**src/sample_rate_decimation_defs.svh**
```systemverilog
// Offsets, field positions, reset values and timing counts of the rate control block
`ifndef SAMPLE_RATE_DECIMATION_DEFS_SVH
`define SAMPLE_RATE_DECIMATION_DEFS_SVH

// Register indices; byte address is four times the index
`define IDX_RATE_CFG 10'h017
`define IDX_CTRL 10'h015
`define IDX_AWAKE_IDLE 10'h018
`define IDX_SLEEP_IDLE 10'h019
`define IDX_IRQ_STATUS 10'h01A
`define IDX_IRQ_MASK 10'h01B
`define IDX_ENGINE_STATE 10'h01C

// Rate configuration fields and reset values
`define CFG_AWAKE_MSB 7
`define CFG_AWAKE_LSB 4
`define CFG_SLEEP_MSB 3
`define CFG_SLEEP_LSB 0
`define CFG_RESET_GND 8'h00
`define CFG_RESET_VDD 8'hC0

// Control fields
`define CTRL_ACTIVE 0
`define CTRL_SECOND_PIN_FUNC 1
`define CTRL_AWAKE_PM_LSB 2
`define CTRL_SLEEP_POWER_SELECT_LSB 4
`define CTRL_READY_IRQ_EN 6
`define CTRL_W 7

// Interrupt status bits
`define IRQ_SAMPLE 0
`define IRQ_SWITCH 1
`define IRQ_W 2

// Power select codes
`define PM_LOW 2'h0
`define PM_HIGH 2'h1

// Timing
`define CLK_MHZ 200
`define SAMPLE_TIME_NS 312500
`define SAMPLE_TICK_CYC (`SAMPLE_TIME_NS * `CLK_MHZ / 1000)
`define FIRST_DELAY_NS 528500
`define FIRST_DELAY_CYC ((`FIRST_DELAY_NS * `CLK_MHZ + 999) / 1000)
`define SETTLE_FACTOR_E4 9984
`define SETTLE_STEP_CYC (`SAMPLE_TICK_CYC * `SETTLE_FACTOR_E4 / 10000)
`define SWITCH_GAP_NS 500000
`define SWITCH_GAP_CYC (`SWITCH_GAP_NS * `CLK_MHZ / 1000)
`define PULSE_WIDTH_NS 5000000
`define PULSE_WIDTH_CYC (`PULSE_WIDTH_NS * `CLK_MHZ / 1000)

`endif

```
**src/sample_rate_decimation_pkg.sv**
```systemverilog
// Types of the rate control block
package sample_rate_decimation_pkg;
  typedef enum logic [3:0] {
    ST_STANDBY = 4'b0001,
    ST_FIRST = 4'b0010,
    ST_RUN = 4'b0100,
    ST_GAP = 4'b1000
  } engine_state_t;
endpackage

```
**src/low_pulse_timer.sv**
```systemverilog
// Timer that holds an active-low pin low for a loaded number of cycles
`timescale 1ns/10ps
module low_pulse_timer #(
  parameter int W = 32
) (
  // Clock and reset
  input wire logic core_clk,
  input wire logic rst,
  // Trigger
  input wire logic start,
  input wire logic [W-1:0] lengthCycles,
  // Pin
  output logic pinLowN
);
  logic [W-1:0] count_reg;

  // Retrigger restarts the width, so a fast rate keeps the pin low
  always_ff @(posedge core_clk) begin
    if (rst) begin
      count_reg <= '0;
      pinLowN <= 1'b1;
    end else if (start) begin
      count_reg <= lengthCycles - 1'b1;
      pinLowN <= 1'b0;
    end else if (count_reg != '0) begin
      count_reg <= count_reg - 1'b1;
    end else begin
      pinLowN <= 1'b1;
    end
  end
endmodule

```
**src/rate_code_decoder.sv**
```systemverilog
// Decoder from one rate nibble to output period, averaging count and start kind
`timescale 1ns/10ps
`include "sample_rate_decimation_defs.svh"
module rate_code_decoder #(
  parameter int CODE_W = 4,
  parameter int IDLE_W = 12,
  parameter int MAX_SHIFT = 12
) (
  // Setting
  input wire logic [CODE_W-1:0] code,
  input wire logic [1:0] powerSelect,
  input wire logic [IDLE_W-1:0] idleTime,
  // Decoded
  output logic [IDLE_W+MAX_SHIFT:0] periodTicks,
  output logic [MAX_SHIFT:0] averagingCount,
  output logic fastStart
);
  logic [CODE_W-1:0] shift;
  logic [IDLE_W+MAX_SHIFT:0] idleUnits;

  always_comb begin
    shift = (code > CODE_W'(MAX_SHIFT)) ? CODE_W'(MAX_SHIFT) : code;
    idleUnits = (IDLE_W + MAX_SHIFT + 1)'(idleTime) + 1'b1;
    if (powerSelect == `PM_LOW) begin
      periodTicks = (IDLE_W + MAX_SHIFT + 1)'(1) << shift;
      averagingCount = (MAX_SHIFT + 1)'(1);
      fastStart = (code == '0);
    end else if (powerSelect == `PM_HIGH) begin
      periodTicks = (IDLE_W + MAX_SHIFT + 1)'(1) << shift;
      averagingCount = (MAX_SHIFT + 1)'(1) << shift;
      fastStart = (code == '0);
    end else begin
      periodTicks = idleUnits << shift;
      averagingCount = (MAX_SHIFT + 1)'(1) << shift;
      fastStart = (idleTime == '0);
    end
  end
endmodule

```
**src/sample_rate_decimation_ctrl.sv**
```systemverilog
// Output rate and averaging control with its register file on AHB-Lite
//
// Decided for this implementation: the AHB-Lite interface to the registers.
`timescale 1ns/10ps
`include "sample_rate_decimation_defs.svh"

module sample_rate_decimation_ctrl #(
  parameter int ADDR_W = 12,
  parameter int IDLE_W = 12,
  parameter int MAX_SHIFT = 12,
  parameter int unsigned TICK_CYC = `SAMPLE_TICK_CYC,
  parameter int unsigned FIRST_CYC = `FIRST_DELAY_CYC,
  parameter int unsigned SETTLE_CYC = `SETTLE_STEP_CYC,
  parameter int unsigned GAP_CYC = `SWITCH_GAP_CYC,
  parameter int unsigned PULSE_CYC = `PULSE_WIDTH_CYC
) (
  // Clock and reset
  input wire logic core_clk,
  input wire logic rst,
  // AHB-Lite slave
  input wire logic hsel,
  input wire logic [ADDR_W-1:0] haddr,
  input wire logic [1:0] htrans,
  input wire logic hwrite,
  input wire logic [2:0] hsize,
  input wire logic [31:0] hwdata,
  input wire logic hready,
  output logic [31:0] hrdata,
  output logic hreadyout,
  output logic hresp,
  // Device pins and state
  input wire logic bootModePin,
  input wire logic sleepRequest,
  // Sample engine
  output logic sampleStrobe,
  output logic [MAX_SHIFT:0] averagingCount,
  output logic inSleepState,
  // Interrupts
  output logic firstInterruptPinN,
  output logic irq
);
  localparam int PERIOD_W = IDLE_W + MAX_SHIFT + 1;
  localparam int IDX_W = ADDR_W - 2;

  sample_rate_decimation_pkg::engine_state_t state_reg;
  logic wrPend_reg;
  logic rdPend_reg;
  logic [IDX_W-1:0] addrIdx_reg;
  logic [7:0] rateCfg_reg;
  logic [`CTRL_W-1:0] ctrl_reg;
  logic [IDLE_W-1:0] awakeIdle_reg;
  logic [IDLE_W-1:0] sleepIdle_reg;
  logic [`IRQ_W-1:0] irqStatus_reg;
  logic [`IRQ_W-1:0] irqMask_reg;
  logic bootLatched_reg;
  logic [31:0] cycLeft_reg;
  logic [PERIOD_W-1:0] unitsLeft_reg;
  logic switchDone;
  logic [31:0] readValue;
  logic addrPhase;
  logic cfgLocked;
  logic active;
  logic tick;
  logic [PERIOD_W-1:0] awakePeriod;
  logic [PERIOD_W-1:0] sleepPeriod;
  logic [PERIOD_W-1:0] selPeriod;
  logic [MAX_SHIFT:0] awakeAvg;
  logic [MAX_SHIFT:0] sleepAvg;
  logic [MAX_SHIFT:0] selAvg;
  logic awakeFast;
  logic sleepFast;
  logic selFast;
  logic [IDLE_W-1:0] awakeIdleReg;
  logic [IDLE_W-1:0] sleepIdleReg;

  assign addrPhase = hsel && htrans[1] && hready;
  assign active = ctrl_reg[`CTRL_ACTIVE];
  assign cfgLocked = active || ctrl_reg[`CTRL_SECOND_PIN_FUNC];
  assign tick = (cycLeft_reg == 32'h0000_0000);
  assign awakeIdleReg = awakeIdle_reg;
  assign sleepIdleReg = sleepIdle_reg;

  rate_code_decoder #(
    .CODE_W(4),
    .IDLE_W(IDLE_W),
    .MAX_SHIFT(MAX_SHIFT)
  ) awakeDecode (
    .code(rateCfg_reg[`CFG_AWAKE_MSB:`CFG_AWAKE_LSB]),
    .powerSelect(ctrl_reg[`CTRL_AWAKE_PM_LSB +: 2]),
    .idleTime(awakeIdleReg),
    .periodTicks(awakePeriod),
    .averagingCount(awakeAvg),
    .fastStart(awakeFast)
  );

  rate_code_decoder #(
    .CODE_W(4),
    .IDLE_W(IDLE_W),
    .MAX_SHIFT(MAX_SHIFT)
  ) sleepDecode (
    .code(rateCfg_reg[`CFG_SLEEP_MSB:`CFG_SLEEP_LSB]),
    .powerSelect(ctrl_reg[`CTRL_SLEEP_POWER_SELECT_LSB +: 2]),
    .idleTime(sleepIdleReg),
    .periodTicks(sleepPeriod),
    .averagingCount(sleepAvg),
    .fastStart(sleepFast)
  );

  always_comb begin
    if (inSleepState) begin
      selPeriod = sleepPeriod;
      selAvg = sleepAvg;
      selFast = sleepFast;
    end else begin
      selPeriod = awakePeriod;
      selAvg = awakeAvg;
      selFast = awakeFast;
    end
  end

  // Bus phases; reads take one wait state so a just-written value reads back
  always_ff @(posedge core_clk) begin
    if (rst) begin
      wrPend_reg <= 1'b0;
      rdPend_reg <= 1'b0;
      addrIdx_reg <= '0;
      hreadyout <= 1'b1;
      hresp <= 1'b0;
    end else begin
      wrPend_reg <= addrPhase && hwrite;
      rdPend_reg <= addrPhase && !hwrite;
      hreadyout <= !(addrPhase && !hwrite);
      hresp <= 1'b0;
      if (addrPhase) begin
        addrIdx_reg <= haddr[ADDR_W-1:2];
      end
    end
  end

  always_comb begin
    case (addrIdx_reg)
      IDX_W'(`IDX_RATE_CFG): readValue = {24'h000000, rateCfg_reg};
      IDX_W'(`IDX_CTRL): readValue = {25'h0000000, ctrl_reg};
      IDX_W'(`IDX_AWAKE_IDLE): readValue = 32'(awakeIdle_reg);
      IDX_W'(`IDX_SLEEP_IDLE): readValue = 32'(sleepIdle_reg);
      IDX_W'(`IDX_IRQ_STATUS): readValue = 32'(irqStatus_reg);
      IDX_W'(`IDX_IRQ_MASK): readValue = 32'(irqMask_reg);
      IDX_W'(`IDX_ENGINE_STATE): begin
        readValue = {averagingCount, 11'h000, 2'h0, bootLatched_reg, inSleepState,
          state_reg};
      end
      default: readValue = 32'h0000_0000;
    endcase
  end

  always_ff @(posedge core_clk) begin
    if (rst) begin
      hrdata <= 32'h0000_0000;
    end else if (rdPend_reg) begin
      hrdata <= readValue;
    end
  end

  // reset value from boot mode pin
  always_ff @(posedge core_clk) begin
    if (rst) begin
      rateCfg_reg <= bootModePin ? `CFG_RESET_VDD : `CFG_RESET_GND;
      bootLatched_reg <= bootModePin;
    end else if (wrPend_reg && addrIdx_reg == IDX_W'(`IDX_RATE_CFG) && !cfgLocked) begin
      rateCfg_reg <= hwdata[7:0];
    end
  end

  always_ff @(posedge core_clk) begin
    if (rst) begin
      ctrl_reg <= '0;
    end else if (wrPend_reg && addrIdx_reg == IDX_W'(`IDX_CTRL)) begin
      ctrl_reg <= hwdata[`CTRL_W-1:0];
    end
  end

  always_ff @(posedge core_clk) begin
    if (rst) begin
      awakeIdle_reg <= '0;
      sleepIdle_reg <= '0;
    end else if (wrPend_reg && !cfgLocked) begin
      if (addrIdx_reg == IDX_W'(`IDX_AWAKE_IDLE)) begin
        awakeIdle_reg <= hwdata[IDLE_W-1:0];
      end
      if (addrIdx_reg == IDX_W'(`IDX_SLEEP_IDLE)) begin
        sleepIdle_reg <= hwdata[IDLE_W-1:0];
      end
    end
  end

  always_ff @(posedge core_clk) begin
    if (rst) begin
      irqMask_reg <= '0;
    end else if (wrPend_reg && addrIdx_reg == IDX_W'(`IDX_IRQ_MASK)) begin
      irqMask_reg <= hwdata[`IRQ_W-1:0];
    end
  end

  // Set wins over a write-one clear in the same cycle
  always_ff @(posedge core_clk) begin
    if (rst) begin
      irqStatus_reg <= '0;
    end else begin
      irqStatus_reg <= (irqStatus_reg & ~((wrPend_reg &&
        addrIdx_reg == IDX_W'(`IDX_IRQ_STATUS)) ? hwdata[`IRQ_W-1:0] : '0)) |
        {switchDone, sampleStrobe};
    end
  end

  always_ff @(posedge core_clk) begin
    if (rst) begin
      irq <= 1'b0;
    end else begin
      irq <= |(irqStatus_reg & irqMask_reg);
    end
  end

  // Sample engine
  always_ff @(posedge core_clk) begin
    if (rst) begin
      state_reg <= sample_rate_decimation_pkg::ST_STANDBY;
      cycLeft_reg <= 32'h0000_0000;
      unitsLeft_reg <= '0;
      inSleepState <= 1'b0;
      sampleStrobe <= 1'b0;
      switchDone <= 1'b0;
    end else begin
      sampleStrobe <= 1'b0;
      switchDone <= 1'b0;
      case (state_reg)
        sample_rate_decimation_pkg::ST_STANDBY: begin
          inSleepState <= sleepRequest;
          if (active) begin
            if (selFast) begin
              state_reg <= sample_rate_decimation_pkg::ST_FIRST;
              cycLeft_reg <= FIRST_CYC - 1;
              unitsLeft_reg <= PERIOD_W'(selAvg) - 1'b1;
            end else begin
              state_reg <= sample_rate_decimation_pkg::ST_RUN;
              cycLeft_reg <= TICK_CYC - 1;
              unitsLeft_reg <= selPeriod;
            end
          end
        end
        sample_rate_decimation_pkg::ST_FIRST: begin
          if (!active) begin
            state_reg <= sample_rate_decimation_pkg::ST_STANDBY;
          end else if (sleepRequest != inSleepState) begin
            state_reg <= sample_rate_decimation_pkg::ST_GAP;
            inSleepState <= sleepRequest;
            cycLeft_reg <= GAP_CYC - 1;
          end else if (!tick) begin
            cycLeft_reg <= cycLeft_reg - 1'b1;
          end else if (unitsLeft_reg == '0) begin
            sampleStrobe <= 1'b1;
            state_reg <= sample_rate_decimation_pkg::ST_RUN;
            cycLeft_reg <= TICK_CYC - 1;
            unitsLeft_reg <= selPeriod;
          end else begin
            unitsLeft_reg <= unitsLeft_reg - 1'b1;
            cycLeft_reg <= SETTLE_CYC - 1;
          end
        end
        sample_rate_decimation_pkg::ST_RUN: begin
          if (!active) begin
            state_reg <= sample_rate_decimation_pkg::ST_STANDBY;
          end else if (sleepRequest != inSleepState) begin
            state_reg <= sample_rate_decimation_pkg::ST_GAP;
            inSleepState <= sleepRequest;
            cycLeft_reg <= GAP_CYC - 1;
          end else if (!tick) begin
            cycLeft_reg <= cycLeft_reg - 1'b1;
          end else begin
            cycLeft_reg <= TICK_CYC - 1;
            if (unitsLeft_reg <= PERIOD_W'(1)) begin
              sampleStrobe <= 1'b1;
              unitsLeft_reg <= selPeriod;
            end else begin
              unitsLeft_reg <= unitsLeft_reg - 1'b1;
            end
          end
        end
        sample_rate_decimation_pkg::ST_GAP: begin
          if (!active) begin
            state_reg <= sample_rate_decimation_pkg::ST_STANDBY;
          end else if (!tick) begin
            cycLeft_reg <= cycLeft_reg - 1'b1;
          end else begin
            sampleStrobe <= 1'b1;
            switchDone <= 1'b1;
            state_reg <= sample_rate_decimation_pkg::ST_RUN;
            cycLeft_reg <= TICK_CYC - 1;
            unitsLeft_reg <= selPeriod;
          end
        end
        default: begin
          state_reg <= sample_rate_decimation_pkg::ST_STANDBY;
        end
      endcase
    end
  end

  always_ff @(posedge core_clk) begin
    if (rst) begin
      averagingCount <= '0;
    end else begin
      averagingCount <= selAvg;
    end
  end

  // ready pulse on first pin; boot mode stretches it so slow hosts see it
  low_pulse_timer #(
    .W(32)
  ) readyPulse (
    .core_clk(core_clk),
    .rst(rst),
    .start(sampleStrobe && ctrl_reg[`CTRL_READY_IRQ_EN]),
    .lengthCycles(bootLatched_reg ? PULSE_CYC : 32'h0000_0001),
    .pinLowN(firstInterruptPinN)
  );
endmodule

```
**config.mk**
```make
export PLATFORM = sky130hd
export DESIGN_NAME = sample_rate_decimation_ctrl
export DESIGN_NICKNAME = d
export VERILOG_FILES = /design/src/sample_rate_decimation_pkg.sv /design/src/low_pulse_timer.sv /design/src/rate_code_decoder.sv /design/src/sample_rate_decimation_ctrl.sv
export VERILOG_INCLUDE_DIRS = /design/src
export SDC_FILE = /design/constraint.sdc
export NUM_CORES = 1
export LEC_CHECK = 0
export BUFFER_PORTS_ARGS = -buffer_cell sky130_fd_sc_hd__buf_2
export CAP_MARGIN = 20
export CORE_AREA = 2 2 193 195
export CTS_CLUSTER_SIZE = 24
export DETAILED_ROUTE_END_ITERATION = 8
export DIE_AREA = 0 0 195 197
export GPL_TIMING_DRIVEN = 0
export SYNTH_ARGS = -nofsm -noshare
export SYNTH_HDL_FRONTEND = slang
export SYNTH_SLANG_ARGS = --single-unit
```
**constraint.sdc**
```tcl
create_clock -name core_clk -period 6.2 [get_ports core_clk]
set_input_delay 0.31 -clock core_clk [delete_from_list [all_inputs] [get_ports core_clk]]
set_output_delay 0.31 -clock core_clk [all_outputs]
set_load 0.01 [all_outputs]
```
; ---- After elaboration in Yosys (flattened, before gate mapping)
; Index checks and enable logic that the tools add are counted.
[op_classes]
addsub = 7
mul = 0
div_mod_pow = 0
order_cmp = 3
n_eq_ne = 30
shift = 6
muxes = 74
bitwise_logic = 5
n_reduce_logical = 37
[ops]
columns = cell, n
row1 = $mux 25, 17
row2 = $mux 32, 10
row3 = $pmux 32 s7, 1
row4 = $pmux 32 s4, 1
row5 = $pmux 25 s4, 1
row6 = $eq 10x5->1 const B, 7
row7 = $sub 32x1->32 const B, 2
row8 = $shl 1x4->25 const A, 2
row9 = $shl 25x4->25, 2
row10 = $mux 4, 11
row11 = $mux 13, 3
row12 = $logic_not 32->1, 1
row13 = $reduce_bool 32->1, 1
row14 = $add 12x1->13 const B, 2
row15 = $shl 1x4->13 const A, 2
row16 = $le 25x1->1 const B, 1
row17 = $logic_not 25->1, 1
row18 = $sub 25x1->25 const B, 1
row19 = $logic_not 12->1, 2
row20 = $mux 8, 3
row21 = $sub 20x1->21 const B, 1
row22 = $mux 20, 1
row23 = $mux 1, 19
row24 = $ne 2x2->1 const B, 9
row25 = 34 further kinds, 61
[totals]
regBits = 200
latch_bits = 0
mem_bits_rw = 0
mem_bits_ro = 0
in_bits = 56
out_inout_bits = 51
wordCells = 184
memories = 0

; ---- Depth between registers and ports, before layout
; Gate-level depths: netlist of the first run.
[logic_depth]
word_depth = 11
ltp_mapped = 12
depth_no_buf = 10

; ---- Hierarchy
; A second synthesis of the first run with hierarchy kept.
[unflattened]
hier_cells = 1821
area_unflattened_um2 = 14107.3
[by_module_without_submodules]
columns = module, n_inst, cells_each, area_per_inst_um2, seq_area_each_um2
row1 = sample_rate_decimation_ctrl, 1, 1000, 8316.7, 3293.2
row2 = rate_code_decoder, 2, 278, 1766.7, 0.0
row3 = low_pulse_timer, 1, 265, 2257.2, 660.6

; ---- Worst setup path after synthesis of the first run
; Ideal clock, no wire load.
[synth_path]
kind = reg2reg
start = register cycLeft_reg[22]
end = register unitsLeft_reg[16]
setup_time_ns = 0.135
t_arrival_ns = 2.899
required_ns = 6.065
setup_slack_ns = 3.166
path_stages_with_launch = 11
n_path_buf = 3
period_less_slack_ns = 3.034
cell_sequence = dfxtp_1 > or4_1 > buf_2 > or4_4 > or3_1 > buf_2 > a211oi_4 > buf_4 > o21ai_0 > a32oi_1 > o221ai_1
[synth_via]
elab_chain_len = 3
elab_cells_between_ends = 5
classes_between = eq/ne (3) / reduce/logical (2)
[synth_lines]
columns = element, line
row1 = start: declaration, sample_rate_decimation_ctrl.sv:56  ; logic [31:0] cycLeft_reg;
row2 = start signal: assignment, sample_rate_decimation_ctrl.sv:241  ; cycLeft_reg <= FIRST_CYC - 1;
row3 = start signal: assignment, sample_rate_decimation_ctrl.sv:245  ; cycLeft_reg <= TICK_CYC - 1;
row4 = start signal: assignment, sample_rate_decimation_ctrl.sv:256  ; cycLeft_reg <= GAP_CYC - 1;
row5 = $logic_not 32->1 (*), sample_rate_decimation_ctrl.sv:79  ; assign tick = (cycLeft_reg == 32'h0000_0000);
row6 = $ne 2x2->1 (no line), -
row7 = $reduce_and 10->1 (no line) (*), -
row8 = end signal: assignment, sample_rate_decimation_ctrl.sv:242  ; unitsLeft_reg <= PERIOD_W'(selAvg) - 1'b1;
row9 = end signal: assignment, sample_rate_decimation_ctrl.sv:246  ; unitsLeft_reg <= selPeriod;
row10 = end signal: assignment, sample_rate_decimation_ctrl.sv:263  ; unitsLeft_reg <= selPeriod;
row11 = end: declaration, sample_rate_decimation_ctrl.sv:57  ; logic [PERIOD_W-1:0] unitsLeft_reg;
; Every way passes the cells marked *; elsewhere a longest branch is shown, timed or not.
; A chain may end at the register's enable or synchronous reset.

; ---- Final worst setup path of the first run
[layout_path]
start = register rateCfg_reg[0]
end = register unitsLeft_reg[19]
[layout_via]
elab_chain_len = 11
elab_cells_between_ends = 28
classes_between = add/sub (1) / order compare (1) / shift (3) / mux (22) / reduce/logical (1)
[layout_lines]
columns = element, line
row1 = start: declaration, sample_rate_decimation_ctrl.sv:49  ; logic [7:0] rateCfg_reg;
row2 = start signal: assignment, sample_rate_decimation_ctrl.sv:167  ; rateCfg_reg <= bootModePin ? `CFG_RESET_VDD : `CFG_RESET_GND;
row3 = start signal: assignment, sample_rate_decimation_ctrl.sv:170  ; rateCfg_reg <= hwdata[7:0];
row4 = "parallel branches: the longest is 10 deep, another holds $sub 13x1->14", -
row5 = $pmux 25 s4 (*), sample_rate_decimation_ctrl.sv:235  ; case (state_reg)
row6 = end signal: assignment, sample_rate_decimation_ctrl.sv:242
row7 = end signal: assignment, sample_rate_decimation_ctrl.sv:282  ; unitsLeft_reg <= selPeriod;
row8 = end signal: assignment, sample_rate_decimation_ctrl.sv:284  ; unitsLeft_reg <= unitsLeft_reg - 1'b1;
; Every way passes the cells marked *. The select of a mux whose other input is x is not followed.

==> results of run 1 <==
[worst register-to-register path: stages (launching register included)]
cell and delay [ns]:
edfxtp_1 0.32, clkbuf_1 0.58, a21boi_0 0.51, clkbuf_1 0.41, clkbuf_1 0.56, nand3_1 0.20, and2_1 0.25, mux2_2 0.29
a211oi_1 0.63, a21oi_1 0.17
[area by class of cell]
| type | instances | area, µm² |
|---|---|---|
| fillers | 3818 | 22100 |
| multi-input cells | 1338 | 8010 |
| flip-flops and latches | 193 | 3950 |
| well taps | 468 | 586 |
| plain buffers | 133 | 544 |
| clock buffers | 20 | 478 |
| repair buffers | 73 | 368 |
| inverters | 31 | 116 |
| clock inverters | 11 | 109 |
[per-layer routing]
layer	track usage (%)	vias to the layer above	wire length [µm]
met1	37.7	6596	23000
met5	0	-	0
li1	-	6449	-
met4	8.88	0	1500
met3	4.88	98	5140
met2	38.4	816	21000
[power by group through the flow]
stage / clock [mW] / sequential, mW / combinational, mW
6_report: 1.13 / 1.40 / 0.759
2_1_floorplan: 0 / 1.41 / 0.565
3_5_place_dp: 0 / 1.43 / 0.746
5_1_grt: 1.19 / 1.41 / 0.839
3_3_place_gp: 0 / 1.43 / 0.739
4_1_cts: 1.14 / 1.40 / 0.750
[worst paths after layout]
path | from | endpoint
max | rateCfg_reg[0] | unitsLeft_reg[19]
min | bootModePin | bootLatched_reg
max reg2reg | rateCfg_reg[0] | unitsLeft_reg[19]
min reg2reg | hrdata[23] | hrdata[23]
[synthesized netlist by cell type (19+ instances only)]
master,instances
a211oi_1,20
a21oi_1,133
a22oi_1,38
and3_1,24
clkbuf_1,111
dfxtp_1,184
inv_1,28
mux2i_1,37
nand2_1,172
nand3_1,96
nand4_1,19
nor2_1,187
nor3_1,59
nor4_1,47
o21ai_0,88
o31ai_1,19
xnor2_1,43
xor2_1,24
[cells by family (layout without fill, tap and decap cells)]
logic type	count (synthesis)	after routing	synth area share [%]
other	1	8	0.0298
flip-flops	193	193	31.4
multiplexers	48	48	4.01
adder cells (fa/ha/maj)	11	11	1.09
XOR/XNOR	67	67	4.66
AO/OA/AOI/OAI	476	476	25.1
AND/OR/NAND/NOR	728	728	28.4
buffers and inverters	164	268	5.24
==> results.cfg, run 1 <==
[run_status]
outcome = finished clean

[placement]
dpl_cell_area_mm2 = 0.0136
io_buffers = 72
pre_cts_slack_ns = 2.38
place_congestion = 1.05
hpwl_um = 39100
dp_cells = 2236

[sta]
min_period_ns = 4.05
finalWorstSetupSlack_ns = 2.15
hold_slack_ns = 0.0675
rsz0062_at_grt = false
maxSlewHeadroom_pct = 23.4
maxSlewViolCount = 0
final.setup.tns_ns = 0
skew_ns = 0.0174
setup_viol = 0
fmaxAchievable_mhz = 247
fin_crit_sh_pct = 65.3
final-hold-violation-count = 0
tightestPinTransition_ns = 1.15

[floorplanning]
die_h_um = 197
start_util_pct = 34.7
row_count = 70
dieArea_mm2 = 0.0384
core_mm2 = 0.0363
io_pins = 107
die_w_um = 195

[yosys]
synth_seq_area_share_pct = 31.4
synth_edf_count = 9
synth.area.top_cells = dfxtp_1, nor2_1, a21oi_1
synthFlopType = dfxtp_1
syn_inst = 1688
synth_top_area_cell = dfxtp_1
synth_area_per_cell_um2 = 7.46
yosys_warnings = 0
ys_types = 81
ys_ff_latch = 193
synthDominantCellAreaShare_pct = 29.2
netlist_area_mm2 = 0.0126
ys_async_sr_fraction_pct = 0

[clock_network]
cts_tree = yes
cts_buffer_depth = 2
path_clk_slew_ns = 0.08
insertion_delay_ns = 0.46
clock_sink_count = 193
h-tree-depth = 4
postCtsSetupRepairBufs = 0
hold_buffers = 0
cts_resized = 0
root_buffer = clkbuf_16
cts_buffers = 17

[setup_path]
worst_path_max_delay_cell = a211oi_1
crit_path_frequent_cell = clkbuf_1
crit_chain = clkbuf_1, a21boi_0, clkbuf_1, clkbuf_1, nand3_1, and2_1, mux2_2, a211oi_1, a21oi_1
path_class = flip-flop to flip-flop
critPathTopFamily = buffers and inverters
critPathArrivalTime_ns = 4.37
critical_path_buf_inv_count = 3
ff2ff_path_depth = 9
r2r_slack_ns = 2.15
path_max_fanout = 10
worst_ep_required_time_ns = 6.52
endpoint_kind = flip-flop
critPathMaxStageDelay_ns = 0.63
start_kind = flip-flop
cp_num_cells = 9

[cells_and_area]
design_area_mm2 = 0.0142
final_layout_size_suffix_gt1_share_pct = 8.39
layout_common_cells = nor2_1, dfxtp_1, nand2_1, a21oi_1, clkbuf_1
num_antenna_cells = 0
final_core_util_pct = 39.1
final_common_cell = nor2_1
nets = 1854
area_delta_synth_final_pct = 12.4
instances_no_fill = 2267

[routing]
first_pass_iters = 6
vias_per_cell = 6.16
drtAntennaViolNets = 0
drtIter0Drc = 1571
routedWlPerCell_um = 22.3
vias = 13959
wl_um = 50500
drc_errors = 0

[power_and_ir_drop]
p_int_mw = 2.19
power_frac_seq_pct = 42.6
p_per_area_mw_per_mm2 = 232
combinationalPowerShare_pct = 23.1
pwr-share-clk_pct = 34.3
leakage_nw = 5.18
p_switching_mw = 1.09
power.total_mw = 3.29
swShare_pct = 33.3
max-vdd-ir-drop_v = 0.000203

[grt]
grt_max_degree = 19
grt_overflow = 0
grt_usage_pct = 26.0
antenna_found_initial = 1
grt_pass1_vias = 12764
grt_pass1_wl_um = 77400

[flow_run]
max-cap-violations = 0

[hold_path]
hp-class = input pin to flip-flop
min_path_cells = 1
(Power assumes the default switching activity.)
==> inputs of run 2 (changes only) <==
==> constraint.sdc (replaced) <==
create_clock -name core_clk -period 3.4 [get_ports core_clk]
set_input_delay 0.17 -clock core_clk [delete_from_list [all_inputs] [get_ports core_clk]]
set_output_delay 0.17 -clock core_clk [all_outputs]
set_load 0.01 [all_outputs]
==> results.cfg, run 2 (same netlist as run 1, synthesis figures left out) <==
[run_status]
outcome = finished, violations left
failed_checks = setup timing

[cells_and_area]
num_antenna_cells = 0
nets = 1874
fill_cells = 3793
design_area_mm2 = 0.0145
final_common_cell = nor2_1
seqCellArea_mm2 = 0.00396
area_delta_synth_final_pct = 15.5
multi_input_area_mm2 = 0.00814
layout_common_cells = nor2_1, dfxtp_1, nand2_1, a21oi_1
final_layout_size_suffix_gt1_share_pct = 10.6

[sta]
final-hold-violation-count = 0
fin_crit_sh_pct = 101
fmaxAchievable_mhz = 290
maxSlewViolCount = 0
min_period_ns = 3.45
maxSlewHeadroom_pct = 26.9
setup_viol = 1
finalWorstSetupSlack_ns = -0.0455
rsz0062_at_grt = false
skew_ns = 0.0194
final.setup.tns_ns = -0.0455
tightestPinTransition_ns = 1.09
hold_slack_ns = 0.0266

[power_and_ir_drop]
p_int_mw = 4.02
p_switching_mw = 2.00
p_per_area_mw_per_mm2 = 414
pwr-share-clk_pct = 34.1
leakage_nw = 5.35
combinationalPowerShare_pct = 23.4
max-vdd-ir-drop_v = 0.000378
power.total_mw = 6.02
power_frac_seq_pct = 42.5
swShare_pct = 33.2

[routing]
wl_um = 50900
routedWlPerCell_um = 22.3
vias_per_cell = 6.19
first_pass_iters = 5
drtIter0Drc = 1725
drc_errors = 0
drtAntennaViolNets = 0
vias = 14156

[clock_network]
clock_sink_count = 193
root_buffer = clkbuf_16
h-tree-depth = 4
cts_tree = yes
cts_buffers = 17
path_clk_slew_ns = 0.08
insertion_delay_ns = 0.46
cts_buffer_depth = 2

[placement]
place_congestion = 1.05
hpwl_um = 39100
dpl_cell_area_mm2 = 0.0136
io_buffers = 72
pre_cts_slack_ns = -0.416

[setup_path]
worst_path_max_delay_cell = nor3_1
worst_ep_required_time_ns = 3.71
critPathMaxStageDelay_ns = 0.61
start_kind = flip-flop
path_class = flip-flop to flip-flop
crit_chain = clkbuf_1, nand3_1, nor3_1, nor2_1, o21ai_0, o221ai_1, a211oi_1, o22ai_1
endpoint_kind = flip-flop
critPathArrivalTime_ns = 3.75
path_max_fanout = 9

[hold_path]
hp-class = input pin to flip-flop

[grt]
grt_overflow = 0
grt_max_degree = 19
grt_pass1_wl_um = 77700
grt_pass1_vias = 12873
antenna_found_initial = 1
grt_usage_pct = 26.1

[floorplanning]
io_pins = 107
row_count = 70
die_w_um = 195
dieArea_mm2 = 0.0384
core_mm2 = 0.0363
start_util_pct = 34.7
die_h_um = 197

[flow_run]
max-cap-violations = 0
==> run 2: critical path, delay by kind of cell (launching register included) <==
kind	cells	cell delay [ns]
AO/OA/AOI/OAI	4	1.22
buffers and inverters	1	0.45
flip-flops	1	0.33
AND/OR/NAND/NOR	3	1.29
==> run 2: metal layers <==
layer | routed length (µm) | up-vias | part of all wire [%] | global-route usage, %
met5 | 0 | - | 0 | 0
met4 | 1650 | 0 | 3.2 | 9.25
met3 | 4850 | 104 | 9.5 | 5.15
met2 | 21100 | 810 | 41 | 38.8
met1 | 23400 | 6760 | 46 | 37.4
li1 | - | 6482 | - | -
==> run 2: final timing paths <==
| kind | start | to | slack (ns) | depth (start not counted) |
|---|---|---|---|---|
| max | awakeIdleReg[0] | unitsLeft_reg[18] | -0.05 | 8 |
| min | htrans[1] | rdPend_reg | 0.03 | 3 |
| max reg2reg | awakeIdleReg[0] | unitsLeft_reg[18] | -0.05 | 8 |
| min reg2reg | hrdata[23] | hrdata[23] | 0.46 | 2 |
==> run 2: through the flow <==
stage	cells	util, %
2_1_floorplan	1695	-
3_3_place_gp	2235	37.4
3_5_place_dp	2236	37.4
4_1_cts	2286	39.8
5_1_grt	2287	40.1
6_report	2287	40.1
==> run 2: repair_timing <==
| item | 4_1_cts | 5_1_grt |
|---|---|---|
| hold buffers | 18 | 0 |
| endpoints found under the hold margin | 24 | 0 |
| gates resized for setup | 18 | 44 |
| pin swaps | 3 | 3 |
| endpoints found under the setup margin | 25 | 35 |
| buffers inserted | 2 | 4 |
==> run 2: layout make-up <==
type                    instances  share of cell area [%]
well taps                     468                    4.03
repair buffers                 97                    4.16
flip-flops and latches        193                    27.2
multi-input cells            1338                    56.0
plain buffers                 129                    3.82
clock inverters                11                   0.749
clock buffers                  20                    3.29
inverters                      31                   0.800
==> run 2: power groups by stage <==
stage | registers, mW | logic [mW] | clock network (mW)
after CTS | 2.56 | 1.38 | 2.09
after global placement | 2.60 | 1.35 | 0
after floorplan | 2.58 | 1.03 | 0
final | 2.56 | 1.41 | 2.05
after global routing | 2.58 | 1.56 | 2.18
after detailed placement | 2.61 | 1.36 | 0
==> inputs of run 3 (changes only) <==
--- a/config.mk
+++ b/config.mk
@@ -6,12 +6,12 @@
 export SDC_FILE = /design/constraint.sdc
 export NUM_CORES = 1
 export LEC_CHECK = 0
-export BUFFER_PORTS_ARGS = -buffer_cell sky130_fd_sc_hd__buf_2
 export CAP_MARGIN = 20
 export CORE_AREA = 2 2 193 195
 export CTS_CLUSTER_SIZE = 24
 export DETAILED_ROUTE_END_ITERATION = 8
 export DIE_AREA = 0 0 195 197
+export DONT_BUFFER_PORTS = 1
 export GPL_TIMING_DRIVEN = 0
 export SYNTH_ARGS = -nofsm -noshare
 export SYNTH_HDL_FRONTEND = slang
==> results.cfg, run 3 (same netlist as run 1, synthesis figures left out) <==
[power_and_ir_drop]
p_per_area_mw_per_mm2 = 415
leakage_nw = 5.05
max-vdd-ir-drop_v = 0.000361

[routing]
drtAntennaViolNets = 0
drc_errors = 0
vias_per_cell = 6.21
wl_um = 52300
vias = 13823
first_pass_iters = 8
routedWlPerCell_um = 23.5
drtIter0Drc = 1701

[hold_path]
hp-class = input pin to flip-flop

[setup_path]
critical_path_buf_inv_count = 3
path_class = flip-flop to flip-flop
path_max_fanout = 10
endpoint_kind = flip-flop
worst_ep_required_time_ns = 3.79
crit_chain = clkbuf_1, inv_1, ha_1, nor4b_1, nand3_1, a22o_1, o21ai_1, nand2_1, clkbuf_1, o211ai_1, a31oi_1
worst_path_max_delay_cell = clkbuf_1
start_kind = flip-flop
critPathArrivalTime_ns = 3.79
critPathMaxStageDelay_ns = 0.55
critPathTopFamily = buffers and inverters
crit_path_frequent_cell = clkbuf_1

[grt]
grt_pass1_wl_um = 78700
grt_overflow = 0
use_met3_pct = 5.89
grt_max_degree = 19
use_met2_pct = 39.2
antenna_found_initial = 0
use_met1_pct = 37.9
grt_busiest_layer = met2
grt_pass1_vias = 12688
grt_usage_pct = 26.7

[sta]
setup_viol = 1
skew_ns = 0.0129
fin_crit_sh_pct = 100
maxSlewViolCount = 0
maxSlewHeadroom_pct = 29.5
fmaxAchievable_mhz = 294
finalWorstSetupSlack_ns = -0.00531
min_period_ns = 3.41
rsz0062_at_grt = true
tightestPinTransition_ns = 1.05
hold_slack_ns = 0.0578
final-hold-violation-count = 0

[cells_and_area]
area_delta_synth_final_pct = 13.5
nets = 1813
num_antenna_cells = 0
design_area_mm2 = 0.0143
final_layout_size_suffix_gt1_share_pct = 7.45
final_common_cell = nor2_1
layout_common_cells = nor2_1, dfxtp_1, nand2_1, a21oi_1, nand3_1

[clock_network]
clock_sink_count = 193
path_clk_slew_ns = 0.08
h-tree-depth = 4
insertion_delay_ns = 0.46
cts_tree = yes
root_buffer = clkbuf_16
cts_buffer_depth = 2
cts_buffers = 17

[placement]
hpwl_um = 40100
place_congestion = 1.01
dpl_cell_area_mm2 = 0.0132
io_buffers = 0

[floorplanning]
dieArea_mm2 = 0.0384
io_pins = 107
die_w_um = 195
start_util_pct = 34.7
row_count = 70
die_h_um = 197
core_mm2 = 0.0363

[run_status]
failed_checks = setup timing
outcome = finished, violations left

[flow_run]
max-cap-violations = 0
-- run 3: worst reg2reg max path: cells and delay by family (launching register included) --
kind / cells / cell delay, ns
buffers and inverters: 3 / 1.14
adder cells (fa/ha/maj): 1 / 0.26
flip-flops: 1 / 0.33
AO/OA/AOI/OAI: 4 / 0.96
AND/OR/NAND/NOR: 3 / 0.66
-- run 3: final timing paths --
kind                                      start                to  slack, ns  depth (start not counted)
worst max-delay path            awakeIdleReg[0]  unitsLeft_reg[6]     -0.005                         11
worst min-delay path                  htrans[1]        wrPend_reg       0.06                          2
worst max register to register  awakeIdleReg[0]  unitsLeft_reg[6]     -0.005                         11
worst min register to register   addrIdx_reg[9]    addrIdx_reg[9]       0.46                          2
-- run 3: where the power goes --
group / internal (mW) / total [mW] / switching [mW] / leakage, nW
combinational: 0.538 / 1.40 / 0.860 / 3.20
clock: 0.981 / 1.97 / 0.986 / 0.273
sequential: 2.42 / 2.57 / 0.146 / 1.58
total: 3.94 / 5.93 / 1.99 / 5.05
-- run 3: cell type report --
type                    count  area, µm²
fillers                  3846      22000
multi-input cells        1338       8170
flip-flops and latches    193       3960
well taps                 468        586
plain buffers             127        554
clock buffers              18        439
repair buffers             38        358
clock inverters            14        118
inverters                  31        116
-- run 3: per-layer routing --
layer / part of all wire (%) / up-vias / wire length (µm)
li1: - / 6359 / -
met1: 46 / 6629 / 23900
met2: 42 / 726 / 21700
met3: 9.3 / 109 / 4880
met4: 3.4 / 0 / 1800
met5: 0 / - / 0
-- run 3: metrics by stage --
step / setup TNS (ns) / instances / util [%] / total power [mW] / setup WS [ns]
floorplan: 0 / 1695 / - / 3.61 / 0.366
detailed placement: -6.20 / 2163 / 36.4 / 3.95 / -0.779
global route: -0.136 / 2227 / 39.4 / 6.22 / -0.0972
CTS: 0 / 2222 / 39.1 / 5.96 / 0.00430
global placement: -6.06 / 2163 / 36.4 / 3.93 / -0.821
finish: -0.00531 / 2227 / 39.4 / 5.93 / -0.00531
-- run 3: what timing repair did --
action                                 in CTS  in global routing
setup endpoints to repair                  26                 37
endpoints found under the hold margin      59                  0
pin swaps                                   5                  5
gates resized for setup                    36                 36
buffers inserted                            2                  8
hold buffers                               27                  0
